## config.mk

```make
export PLATFORM = sky130hd
export DESIGN_NAME = t1imk_top
export DESIGN_NICKNAME = d
export VERILOG_FILES = /design/src/logic/t1imk_pkg.sv /design/src/logic/t1imk_top.sv
export SDC_FILE = /design/constraint.sdc
export NUM_CORES = 1
export LEC_CHECK = 0
export BUFFER_PORTS_ARGS = -buffer_cell sky130_fd_sc_hd__buf_2
export CAP_MARGIN = 10
export CORE_MARGIN = 3
export CORE_UTILIZATION = 50
export DETAILED_ROUTE_END_ITERATION = 8
export GPL_TIMING_DRIVEN = 0
export PLACE_DENSITY = 0.79
export SYNTH_ARGS = -nofsm -noshare
export SYNTH_HDL_FRONTEND = slang
export SYNTH_SLANG_ARGS = --single-unit
```

## constraint.sdc

```tcl
create_clock -name sys_clk_i -period 2.7 [get_ports sys_clk_i]
set_input_delay 0.54 -clock sys_clk_i [delete_from_list [all_inputs] [get_ports sys_clk_i]]
set_output_delay 0.54 -clock sys_clk_i [all_outputs]
set_load 0.02 [all_outputs]
```

## src/logic/t1imk_pkg.sv

```systemverilog
// Package: register map, field positions and reset values of the mask block
package t1imk_pkg;
	// ----------------------------------------------------------------
	// Register byte addresses (printed offsets are not all multiples of
	// four, so each is an index and the byte address is four times it)
	// ----------------------------------------------------------------
	localparam logic [5:0] IDX_MASK_ONE = 6'h1c;
	localparam logic [5:0] IDX_OVF_MASK = 6'h1d;
	localparam logic [5:0] IDX_MASK_THREE = 6'h1e;
	localparam logic [5:0] IDX_LINE_CTRL = 6'h1f;
	localparam logic [5:0] IDX_IRQ_CTRL = 6'h20;
	localparam logic [5:0] IDX_STAT_ONE = 6'h21;
	localparam logic [5:0] IDX_STAT_OVF = 6'h22;
	localparam logic [5:0] IDX_STAT_THREE = 6'h23;
	// ----------------------------------------------------------------
	// Field positions
	// ----------------------------------------------------------------
	localparam int BIT_FRAMING = 7;
	localparam int BIT_NRZ = 7;
	localparam int BIT_EQ_OFF = 3;
	localparam int BIT_SUSPEND = 6;
	localparam int BIT_ACK = 5;
	localparam int BIT_DEBOUNCE = 0;
	localparam int BIT_ONE_SEC = 3;
	localparam int BIT_FIVE_SEC = 2;
	// ----------------------------------------------------------------
	// Implemented bits and reset values
	// ----------------------------------------------------------------
	localparam logic [7:0] MASK_ONE_USED = 8'hfe;
	localparam logic [7:0] MASK_THREE_USED = 8'h1f;
	localparam logic [7:0] IRQ_CTRL_USED = 8'h41;
	localparam logic [7:0] MASK_RESET = 8'h00;
	localparam logic [7:0] LINE_RESET = 8'h00;
endpackage

```

## src/logic/t1imk_top.sv

```systemverilog
// Interrupt mask, pending status and line configuration block
`timescale 1ns/100ps
`default_nettype none
module t1imk_top
	import t1imk_pkg::*;
(
	input wire logic sys_clk_i,
	input wire logic arst_n_i,
	input wire logic clk_en_i,
	input wire logic psel_i,
	input wire logic penable_i,
	input wire logic pwrite_i,
	input wire logic [7:0] paddr_i,
	input wire logic [31:0] pwdata_i,
	output logic [31:0] prdata_o,
	output logic pready_o,
	output logic pslverr_o,
	input wire logic terminal_sync_i,
	input wire logic framing_err_i,
	input wire logic crc6_err_i,
	input wire logic yellow_alarm_i,
	input wire logic align_change_i,
	input wire logic bipolar_viol_i,
	input wire logic b8zs_code_i,
	input wire logic prbs_err_i,
	input wire logic density_viol_i,
	input wire logic [7:0] cnt_wrap_i,
	input wire logic loopcode_48ms_i,
	input wire logic one_second_flag_i,
	input wire logic five_second_flag_i,
	input wire logic bit_message_new_i,
	input wire logic signaling_change_i,
	input wire logic signaling_change_db_i,
	input wire logic liu_disabled_i,
	input wire logic line_in_a_i,
	input wire logic line_in_b_i,
	input wire logic tx_data_i,
	output logic rx_data_o,
	output logic rx_bpv_o,
	output logic line_out_a_o,
	output logic line_out_b_o,
	output logic [2:0] tx_buildout_sel_o,
	output logic rx_equalizer_off_o,
	output logic [2:0] rx_equalization_sel_o,
	output logic signaling_debounce_en_o,
	output logic irq_n_o,
	output logic irq_n_oe_o
);
	// ----------------------------------------------------------------
	// Reset release
	// ----------------------------------------------------------------
	logic [1:0] rst_sync_reg;
	logic rst_n;

	always_ff @(posedge sys_clk_i or negedge arst_n_i) begin
		if (!arst_n_i) begin
			rst_sync_reg <= 2'b00;
		end else begin
			rst_sync_reg <= {rst_sync_reg[0], 1'b1};
		end
	end
	assign rst_n = rst_sync_reg[1];

	// ----------------------------------------------------------------
	// APB slave
	// ----------------------------------------------------------------
	logic [7:0] mask_one_reg;
	logic [7:0] ovf_mask_reg;
	logic [7:0] mask_three_reg;
	logic [7:0] line_ctrl_reg;
	logic [7:0] irq_ctrl_reg;
	logic [7:0] stat_one_reg;
	logic [7:0] stat_ovf_reg;
	logic [7:0] stat_three_reg;
	logic [7:0] ev_one;
	logic [7:0] ev_three;
	logic one_sec_d_reg;
	logic five_sec_d_reg;
	logic wr_en;
	logic ack;
	logic suspend;
	logic [5:0] idx;
	logic mapped;
	logic [7:0] rd_byte;

	function automatic logic idx_ok(input logic [5:0] i);
		return (i >= IDX_MASK_ONE) && (i <= IDX_STAT_THREE);
	endfunction

	assign idx = paddr_i[7:2];
	assign mapped = idx_ok(idx) && (paddr_i[1:0] == 2'b00);
	assign pready_o = 1'b1;
	assign pslverr_o = psel_i && penable_i && !mapped;
	assign wr_en = clk_en_i && psel_i && penable_i && pwrite_i && mapped;

	always_comb begin
		unique case (idx)
			IDX_MASK_ONE: rd_byte = mask_one_reg;
			IDX_OVF_MASK: rd_byte = ovf_mask_reg;
			IDX_MASK_THREE: rd_byte = mask_three_reg;
			IDX_LINE_CTRL: rd_byte = line_ctrl_reg;
			IDX_IRQ_CTRL: rd_byte = irq_ctrl_reg;
			IDX_STAT_ONE: rd_byte = stat_one_reg;
			IDX_STAT_OVF: rd_byte = stat_ovf_reg;
			IDX_STAT_THREE: rd_byte = stat_three_reg;
			default: rd_byte = 8'h00;
		endcase
	end

	// Read data registered at the setup phase; status may still change in
	// the access cycle, the value seen is that of the setup edge.
	always_ff @(posedge sys_clk_i or negedge rst_n) begin
		if (!rst_n) begin
			prdata_o <= 32'h0000_0000;
		end else if (clk_en_i && psel_i && !penable_i) begin
			prdata_o <= (mapped && !pwrite_i) ? {24'h000000, rd_byte} :
				32'h0000_0000;
		end
	end

	// ----------------------------------------------------------------
	// Mask and control registers
	// ----------------------------------------------------------------
	always_ff @(posedge sys_clk_i or negedge rst_n) begin
		if (!rst_n) begin
			mask_one_reg <= MASK_RESET;
			ovf_mask_reg <= MASK_RESET;
			mask_three_reg <= MASK_RESET;
			line_ctrl_reg <= LINE_RESET;
			irq_ctrl_reg <= MASK_RESET;
		end else if (wr_en) begin
			unique case (idx)
				IDX_MASK_ONE: mask_one_reg <= pwdata_i[7:0] & MASK_ONE_USED;
				IDX_OVF_MASK: ovf_mask_reg <= pwdata_i[7:0];
				IDX_MASK_THREE: mask_three_reg <= pwdata_i[7:0] &
					MASK_THREE_USED;
				IDX_LINE_CTRL: line_ctrl_reg <= pwdata_i[7:0];
				IDX_IRQ_CTRL: irq_ctrl_reg <= pwdata_i[7:0] & IRQ_CTRL_USED;
				default: ;
			endcase
		end
	end

	// Acknowledge is a write-only strobe: it never stores, so it reads zero
	assign ack = wr_en && (idx == IDX_IRQ_CTRL) && pwdata_i[BIT_ACK];
	assign suspend = irq_ctrl_reg[BIT_SUSPEND];
	assign signaling_debounce_en_o = irq_ctrl_reg[BIT_DEBOUNCE];

	// ----------------------------------------------------------------
	// Event qualification
	// ----------------------------------------------------------------
	always_ff @(posedge sys_clk_i or negedge rst_n) begin
		if (!rst_n) begin
			one_sec_d_reg <= 1'b0;
			five_sec_d_reg <= 1'b0;
		end else if (clk_en_i) begin
			one_sec_d_reg <= one_second_flag_i;
			five_sec_d_reg <= five_second_flag_i;
		end
	end

	always_comb begin
		ev_one = 8'h00;
		ev_one[7] = framing_err_i && terminal_sync_i;
		ev_one[6] = crc6_err_i;
		ev_one[5] = yellow_alarm_i;
		ev_one[4] = align_change_i;
		ev_one[3] = bipolar_viol_i && !b8zs_code_i;
		ev_one[2] = prbs_err_i;
		ev_one[1] = density_viol_i;
		ev_three = 8'h00;
		ev_three[4] = loopcode_48ms_i;
		ev_three[BIT_ONE_SEC] = one_second_flag_i && !one_sec_d_reg;
		ev_three[BIT_FIVE_SEC] = five_second_flag_i && !five_sec_d_reg;
		ev_three[1] = bit_message_new_i;
		ev_three[0] = signaling_debounce_en_o ? signaling_change_db_i :
			signaling_change_i;
	end

	// ----------------------------------------------------------------
	// Pending status: masked sources never latch, suspend ignores all.
	// A set in the acknowledge cycle wins so no event is lost.
	// ----------------------------------------------------------------
	always_ff @(posedge sys_clk_i or negedge rst_n) begin
		if (!rst_n) begin
			stat_one_reg <= 8'h00;
			stat_ovf_reg <= 8'h00;
			stat_three_reg <= 8'h00;
		end else if (clk_en_i) begin
			if (suspend) begin
				stat_one_reg <= ack ? 8'h00 : stat_one_reg;
				stat_ovf_reg <= ack ? 8'h00 : stat_ovf_reg;
				stat_three_reg <= ack ? 8'h00 : stat_three_reg;
			end else begin
				stat_one_reg <= (ack ? 8'h00 : stat_one_reg) |
					(ev_one & mask_one_reg);
				stat_ovf_reg <= (ack ? 8'h00 : stat_ovf_reg) |
					(cnt_wrap_i & ovf_mask_reg);
				stat_three_reg <= (ack ? 8'h00 : stat_three_reg) |
					(ev_three & mask_three_reg);
			end
		end
	end

	// ----------------------------------------------------------------
	// Open-drain interrupt pin: enable low means driven (low)
	// ----------------------------------------------------------------
	logic pending;
	assign pending = |{stat_one_reg, stat_ovf_reg, stat_three_reg};
	assign irq_n_o = 1'b0;
	assign irq_n_oe_o = !(pending && !suspend);

	// ----------------------------------------------------------------
	// Line interface configuration and framer-only format
	// ----------------------------------------------------------------
	assign tx_buildout_sel_o = line_ctrl_reg[6:4];
	assign rx_equalizer_off_o = line_ctrl_reg[BIT_EQ_OFF];
	assign rx_equalization_sel_o = line_ctrl_reg[2:0];

	always_ff @(posedge sys_clk_i or negedge rst_n) begin
		if (!rst_n) begin
			rx_data_o <= 1'b0;
			rx_bpv_o <= 1'b0;
			line_out_a_o <= 1'b0;
			line_out_b_o <= 1'b0;
		end else if (clk_en_i) begin
			if (liu_disabled_i && line_ctrl_reg[BIT_NRZ]) begin
				rx_data_o <= line_in_a_i;
				rx_bpv_o <= 1'b0;
				line_out_a_o <= 1'b0;
				line_out_b_o <= tx_data_i;
			end else begin
				rx_data_o <= line_in_a_i ^ line_in_b_i;
				rx_bpv_o <= line_in_a_i && line_in_b_i;
				line_out_a_o <= tx_data_i;
				line_out_b_o <= !tx_data_i;
			end
		end
	end
endmodule
`default_nettype wire

```

==> results of run 1 <==
==> kinds of logic (layout without fill, tap and decap cells) <==
kind of cell | Yosys count | in the layout | synth area share [%]
buffers and inverters | 49 | 138 | 9.554
DFF | 66 | 66 | 49.07
and+or+nand+nor | 57 | 57 | 10.52
other | 2 | 27 | 0.2231
muxes | 48 | 48 | 16.32
adders and majority gates | 2 | 2 | 0.7434
AOI/OAI and AO/OA | 59 | 59 | 13.57
==> per-stage QoR <==
| step | setup WS (ns) | TNS [ns] | hold slack, ns | std cells |
|---|---|---|---|---|
| 3_3_place_gp | -0.3897 | -9.923 | 0.3248 | 455 |
| 4_1_cts | 0.1194 | 0 | 0.2583 | 473 |
| 2_1_floorplan | 0.2398 | 0 | 0.2444 | 308 |
| 6_report | 0.1488 | 0 | 0.2509 | 474 |
| 3_5_place_dp | -0.2341 | -2.830 | 0.2521 | 456 |
| 5_1_grt | 0.04711 | 0 | 0.2909 | 474 |
==> layer usage <==
metal  global-route usage, %  vias to the layer above  routed length, microns
li1                        -                     1244                       -
met1                   31.55                     1281                    3765
met2                   36.03                      120                    3881
met3                   4.421                       16                     705
met4                   10.99                        0                     185
met5                       0                        -                       0
==> power by group through the flow <==
stage / sequential, W / combinational (W) / clock (W)
after floorplan: 0.00107 / 0.000170 / 0
after global placement: 0.00108 / 0.000261 / 0
after detailed placement: 0.00107 / 0.000281 / 0
after CTS: 0.00105 / 0.000283 / 0.000876
after global routing: 0.00105 / 0.000310 / 0.000926
final: 0.00105 / 0.000283 / 0.000878
==> cells in the final DEF, fill, tap and decap left out, types with 4 or more instances in the layout <==
cell type   n
and3_1      5
nand3_1     5
clkbuf_1   10
a21oi_1    11
buf_2      72
buf_4      33
o21ai_0     8
nand2_1    12
mux2_2     33
a32o_1     19
nor2_1      4
nor4_1      6
nor2b_1     5
mux2i_1    11
clkbuf_8   12
conb_1     27
dfrtp_1    65
==> path summary, 6_finish.rpt <==
kind                                          end  depth (start not counted)
worst max register to register  stat_three_reg[2]                          3
worst min register to register   line_ctrl_reg[1]                          0
worst max-delay path                    pslverr_o                          5
worst min-delay path             line_ctrl_reg[1]                          0
min in group sys_clk_i            rst_sync_reg[1]                          0
max in group asynchronous         mask_one_reg[4]                          1
==> final cells by class <==
cell class              instances  area [sq um]  share of cell area (%)
flip-flops and latches         66          1653                   39.74
multi-input cells             193          1493                   35.89
repair buffers                 73         387.9                   9.326
plain buffers                  47         314.1                   7.551
clock buffers                  14         172.7                   4.152
well taps                      77         96.34                   2.316
clock inverters                 2         35.03                  0.8424
inverters                       2         7.507                  0.1805
==> worst max-delay path: cells and delay by family <==
family / cells / cell delay [ns]
AO/OA/AOI/OAI: 1 / 0.17
AND/OR/NAND/NOR: 2 / 1.03
buffers and inverters: 2 / 0.27
==> results.txt, run 1 <==
Max_cap viols -> 0
Synth-to-Final Area Change -> 23.57%
CTS Buffer Depth -> 2
Synth area leaders -> dfrtp_1 49%, mux2_2 11%, buf_4 7.1%
Vias in the first global route -> 2600
Final core utilization -> 64.76%
Unique masters post-synth -> 49
Die width -> 88.05 microns
Drt first pass iters -> 4
Most instantiated library cell after synthesis -> dfrtp_1
Outcome -> completed
Fmax -> 392.0 MHz
Total gr overflow -> 0
Overall Global Routing Usage -> 23.21%
Synth Register Bits -> 66
Slew @ Worst Pin -> 1.091 ns
Setup repair bufs after CTS -> 0
Type of origin of the critical path -> primary input
Via count -> 2661
Antenna violations before repair -> 0
Sw Ratio -> 25.58%
Avg WL per Cell -> 18.01 microns
FILL cells -> 532
Power Dens Cells -> 531.1 nW/um^2
# diodes -> 0
Die Ht -> 88.05 microns
Area of the core -> 6422 sq um
Largest net degree at the start of global routing -> 44
Final period utilization -> 94.49%
Slew margin rel. -> 26.63%
Clock Power Share -> 39.7%
Power, Total -> 0.002209 W
Hold Crit Class -> reg -> async
Crit Path Class -> in -> out
CTS Hold Bufs -> 1
Clk_lat worst skew -> 0.35 ns
Ys flop type -> dfrtp_1
Final ANT Viol Nets -> 0
CP startpoint -> paddr_i[6]
Row cnt -> 29
Slew Viols, Final -> 0
Synth cell count leaders -> 66 x dfrtp_1, 33 x mux2_2, 32 x buf_4
Post-Route WL -> 8.538 mm
Ys async rst share -> 100.0%
Avg Inst Size Synth -> 11.89 sq um
RSZ-0062 raised after global routing -> false
Max incr delay on CP -> 0.81 ns
Gpl congestion -> 0.9259
Mapped Cells -> 283
Area share of the largest cell type after synthesis -> 49.07%
Vias/cell -> 5.614
Global-route wire length before repair -> 13.28 mm
# IOs -> 121
Cts bufs inserted -> 9
Die ar. -> 7752 sq um
Logic pwr share -> 12.8%
Crit Reg-Reg Startpoint -> irq_ctrl_reg[6]
Clk slew on worst S/H paths -> 0.07 ns
Drt drc -> 0
Final nets -> 467
Crit-path most repeated cell -> buf_2
CTS sink cnt -> 66
CP max stage cell -> nor4b_2
Yosys warns -> 0
Initial Util -> 52.41%
Post-route minimum period -> 2.551 ns
Area leader, netlist -> dfrtp_1
Reg power frac -> 47.4%
Layout cells sized above 1 -> 41.56%
Detailed Route Iter0 Violations -> 174
Final Skew -> 0.009525 ns
Finished Cell Area -> 4159 sq um
H-tree Lvls -> 3
Lkg Pwr -> 2.092 nW
R2r setup slk -> 1.29 ns
CTS Root Cell -> clkbuf_8
Number of synthesized flops with an enable pin -> 0
CTS tree -> done
Crit-path cells -> buf_2 > nor4b_2 > o21ai_1 > and3_1 > buf_2
Int Pwr -> 0.001644 W
Worst EP required -> 2.16 ns
Resize count post-CTS -> 0
CP arrival -> 2.01 ns
Detail Placement HPWL -> 6.151 mm
Final Hold Fails -> 0
Area of the mapped netlist -> 3366 sq um
Seq/Total Area, Yosys -> 49.07%
CP Max Fanout -> 8
IO Port Bufs -> 70
Endpoints failing setup -> 0
Maximum vdd drop -> 0.3947 mV
Crit path capture type -> output port
Switching pwr -> 0.0005649 W
Post-DP Area -> 3934 sq um
Power figures use the tool's default switching activity.
==> run 2, diff against run 1 <==
--- a/config.mk
+++ b/config.mk
@@ -7,10 +7,13 @@
 export LEC_CHECK = 0
 export BUFFER_PORTS_ARGS = -buffer_cell sky130_fd_sc_hd__buf_2
 export CAP_MARGIN = 10
+export CELL_PAD_IN_SITES_DETAIL_PLACEMENT = 1
+export CELL_PAD_IN_SITES_GLOBAL_PLACEMENT = 2
 export CORE_MARGIN = 3
-export CORE_UTILIZATION = 50
+export CORE_UTILIZATION = 31
 export DETAILED_ROUTE_END_ITERATION = 8
 export GPL_TIMING_DRIVEN = 0
+export HOLD_SLACK_MARGIN = 0.08
 export PLACE_DENSITY = 0.79
 export SYNTH_ARGS = -nofsm -noshare
 export SYNTH_HDL_FRONTEND = slang
==> run 2 against run 1 <==
Clock-buffer cell count fell by 3. Clock skew rose by 0.0038 ns. Via count rose by 2.6%. Critical path type is now in -> reg. Critical endpoint is now mask_one_reg[7]. Largest cell class unchanged.
==> results.txt, run 2 (synthesized netlist as in run 1, its figures left out) <==
Outcome -> completed
Detailed Route Iter0 Violations -> 133 (-24%)
Post-route minimum period -> 2.572 ns (+0.02082 ns)
Cts bufs inserted -> 9 (unchanged)
Final core utilization -> 40.49% (-24 points)
Type of origin of the critical path -> primary input
Slew margin rel. -> 25.85% (-0.78 points)
CTS tree -> done
Max_cap viols -> 0 (unchanged)
Layout cells sized above 1 -> 41.67% (+0.10 points)
Final Skew -> 0.01328 ns (+0.003751 ns)
Hold Path Depth -> 0
Via count -> 2729 (+2.6%)
Fmax -> 388.8 MHz (-0.81%)
CP startpoint -> paddr_i[7]
CP arrival -> 2.80 ns (+0.79 ns)
Vias/cell -> 5.130 (-8.6%)
Global-route wire length before repair -> 15.35 mm (+16%)
# diodes -> 0 (unchanged)
Slew Viols, Final -> 0 (unchanged)
Total gr overflow -> 0 (unchanged)
Initial Util -> 32.17% (-20 points)
Die Ht -> 110.2 microns (+25%)
Final nets -> 466 (-0.21%)
Antenna violations before repair -> 0 (unchanged)
Clk slew on worst S/H paths -> 0.08 ns (about the same)
Vias in the first global route -> 2746 (+5.6%)
Final worst slack -> 0.1280 ns (-0.02083 ns)
CTS Buffer Depth -> 2 (unchanged)
Worst EP required -> 2.92 ns (+0.76 ns)
Final Hold Fails -> 0 (unchanged)
Hold Path Sink -> rst_sync_reg[1]
FILL cells -> 1205 (+130%)
Avg WL per Cell -> 19.01 microns (+5.5%)
Crit path capture type -> register
Drt first pass iters -> 4 (unchanged)
Multi-input gate area -> 1501 sq um (+0.59%)
Register area -> 1655 sq um (+0.15%)
Crit Path Class -> in -> reg
Hold Crit Class -> reg -> reg
Path depth of the worst reg2reg path -> 4 (+1)
Final ANT Viol Nets -> 0 (unchanged)
Endpoints failing setup -> 0 (unchanged)
Detail Placement HPWL -> 7.324 mm (+19%)
Largest net degree at the start of global routing -> 65 (+48%)
Synth-to-Final Area Change -> 25.87%
Drt drc -> 0 (unchanged)
Slew @ Worst Pin -> 1.103 ns (+0.01158 ns)
Post-Route WL -> 10.11 mm (+18%)
Most common cell after layout, fill and taps aside -> buf_2
RSZ-0062 raised after global routing -> false
H-tree Lvls -> 3 (unchanged)
CP Max Fanout -> 10 (+2)
Power, Total -> 0.002274 W (+3.0%)
R2R Path End -> stat_one_reg[7]
CTS sink cnt -> 66 (unchanged)
Maximum vdd drop -> 0.2367 mV (-40%)
Clk_lat worst skew -> 0.35 ns (about the same)
Final period utilization -> 95.26% (+0.77 points)
# IOs -> 121 (unchanged)
Dpl ws -> -0.2007 ns (+0.03336 ns)
Overall Global Routing Usage -> 17.13% (-6.1 points)
Die ar. -> 12140 sq um (+57%)
R2r setup slk -> 1.22 ns (-0.07 ns)
Crit Reg-Reg Startpoint -> irq_ctrl_reg[6]
CTS Root Cell -> clkbuf_8
Commonest cells after routing, fill and taps aside -> 72 x buf_2, 65 x dfrtp_1, 33 x mux2_2, 33 x buf_4, 27 x conb_1
Power Dens Cells -> 536.7 nW/um^2 (+1.1%)
Row cnt -> 37 (+28%)
Gpl congestion -> 0.8481 (-8.4%)
HP Start -> rst_sync_reg[0]
IO Port Bufs -> 70 (unchanged)
Area of the core -> 10460 sq um (+63%)
Die width -> 110.2 microns (+25%)
Lkg Pwr -> 2.095 nW (+0.12%)
==> run 2: cell count changes in the layout (fill, tap and decap cells not counted) <==
cell / change
clkbuf_8: -2
buf_12: -1
bufinv_16: +1
clkbuf_1: -1
clkinv_2: +1
clkinv_4: +1
dfrtp_2: -1
dfrtp_4: +1
nor4b_2: -1
nor4b_4: +1
==> run 2: stage by stage <==
stage / hold WS [ns] / std cells / area, sq um / TNS, ns
after floorplan: 0.2444 / 308 / 3460 / 0
after global placement: 0.3260 / 514 / 3980 / -20.37
after detailed placement: 0.3277 / 515 / 3998 / -2.695
after CTS: 0.3592 / 532 / 4228 / 0
after global routing: 0.3844 / 532 / 4237 / 0
final: 0.3565 / 532 / 4237 / 0
==> run 2: worst max path at each step <==
stage	cells past startpoint	slack [ns]	to
6_report	4	0.13	mask_one_reg[7]
5_1_grt	5	0.07	line_ctrl_reg[2]
4_1_cts	5	0.07	pslverr_o
3_5_place_dp	4	-0.20	mask_one_reg[4]
3_3_place_gp	6	-0.57	stat_one_reg[7]
2_1_floorplan	6	0.24	stat_one_reg[7]
==> run 2: per-layer routing <==
layer	vias to the layer above	wire [microns]	global-route usage [%]
li1	1234	-	-
met1	1379	4443	23.17
met2	96	4734	27.04
met3	20	721	3.727
met4	0	213	6.245
met5	-	0	0
==> run 2: final cells by class <==
| cell class | count | share of cell area [%] |
|---|---|---|
| buffer | 47 | 7.413 |
| clock buffer | 11 | 3.337 |
| clock inverter | 5 | 1.861 |
| inverter | 2 | 0.1772 |
| multi-input combinational | 193 | 35.44 |
| sequential | 66 | 39.07 |
| tap | 136 | 4.017 |
| timing repair buffer | 72 | 8.683 |
==> run 2: what timing repair did <==
action / CTS / global route
gates resized for setup: 0 / 1
setup endpoints to repair: 0 / 1
setup buffers: 0 / 0
endpoints found under the hold margin: 2 / 0
hold buffers: 1 / 0
==> run 2: where the power goes <==
part | total, W | leakage, nW | switching (W) | internal [W]
Clock | 0.000936 | 0.113 | 0.000392 | 0.000544
Combinational | 0.000278 | 1.08 | 0.000157 | 0.000122
Sequential | 0.00106 | 0.901 | 0.0000419 | 0.00102
Total | 0.00227 | 2.09 | 0.000591 | 0.00168
==> run 2: worst max-delay path: stages <==
cell	delay [ns]
buf_2	0.12
nand4b_1	0.59
nor4_2	1.12
mux2_2	0.42
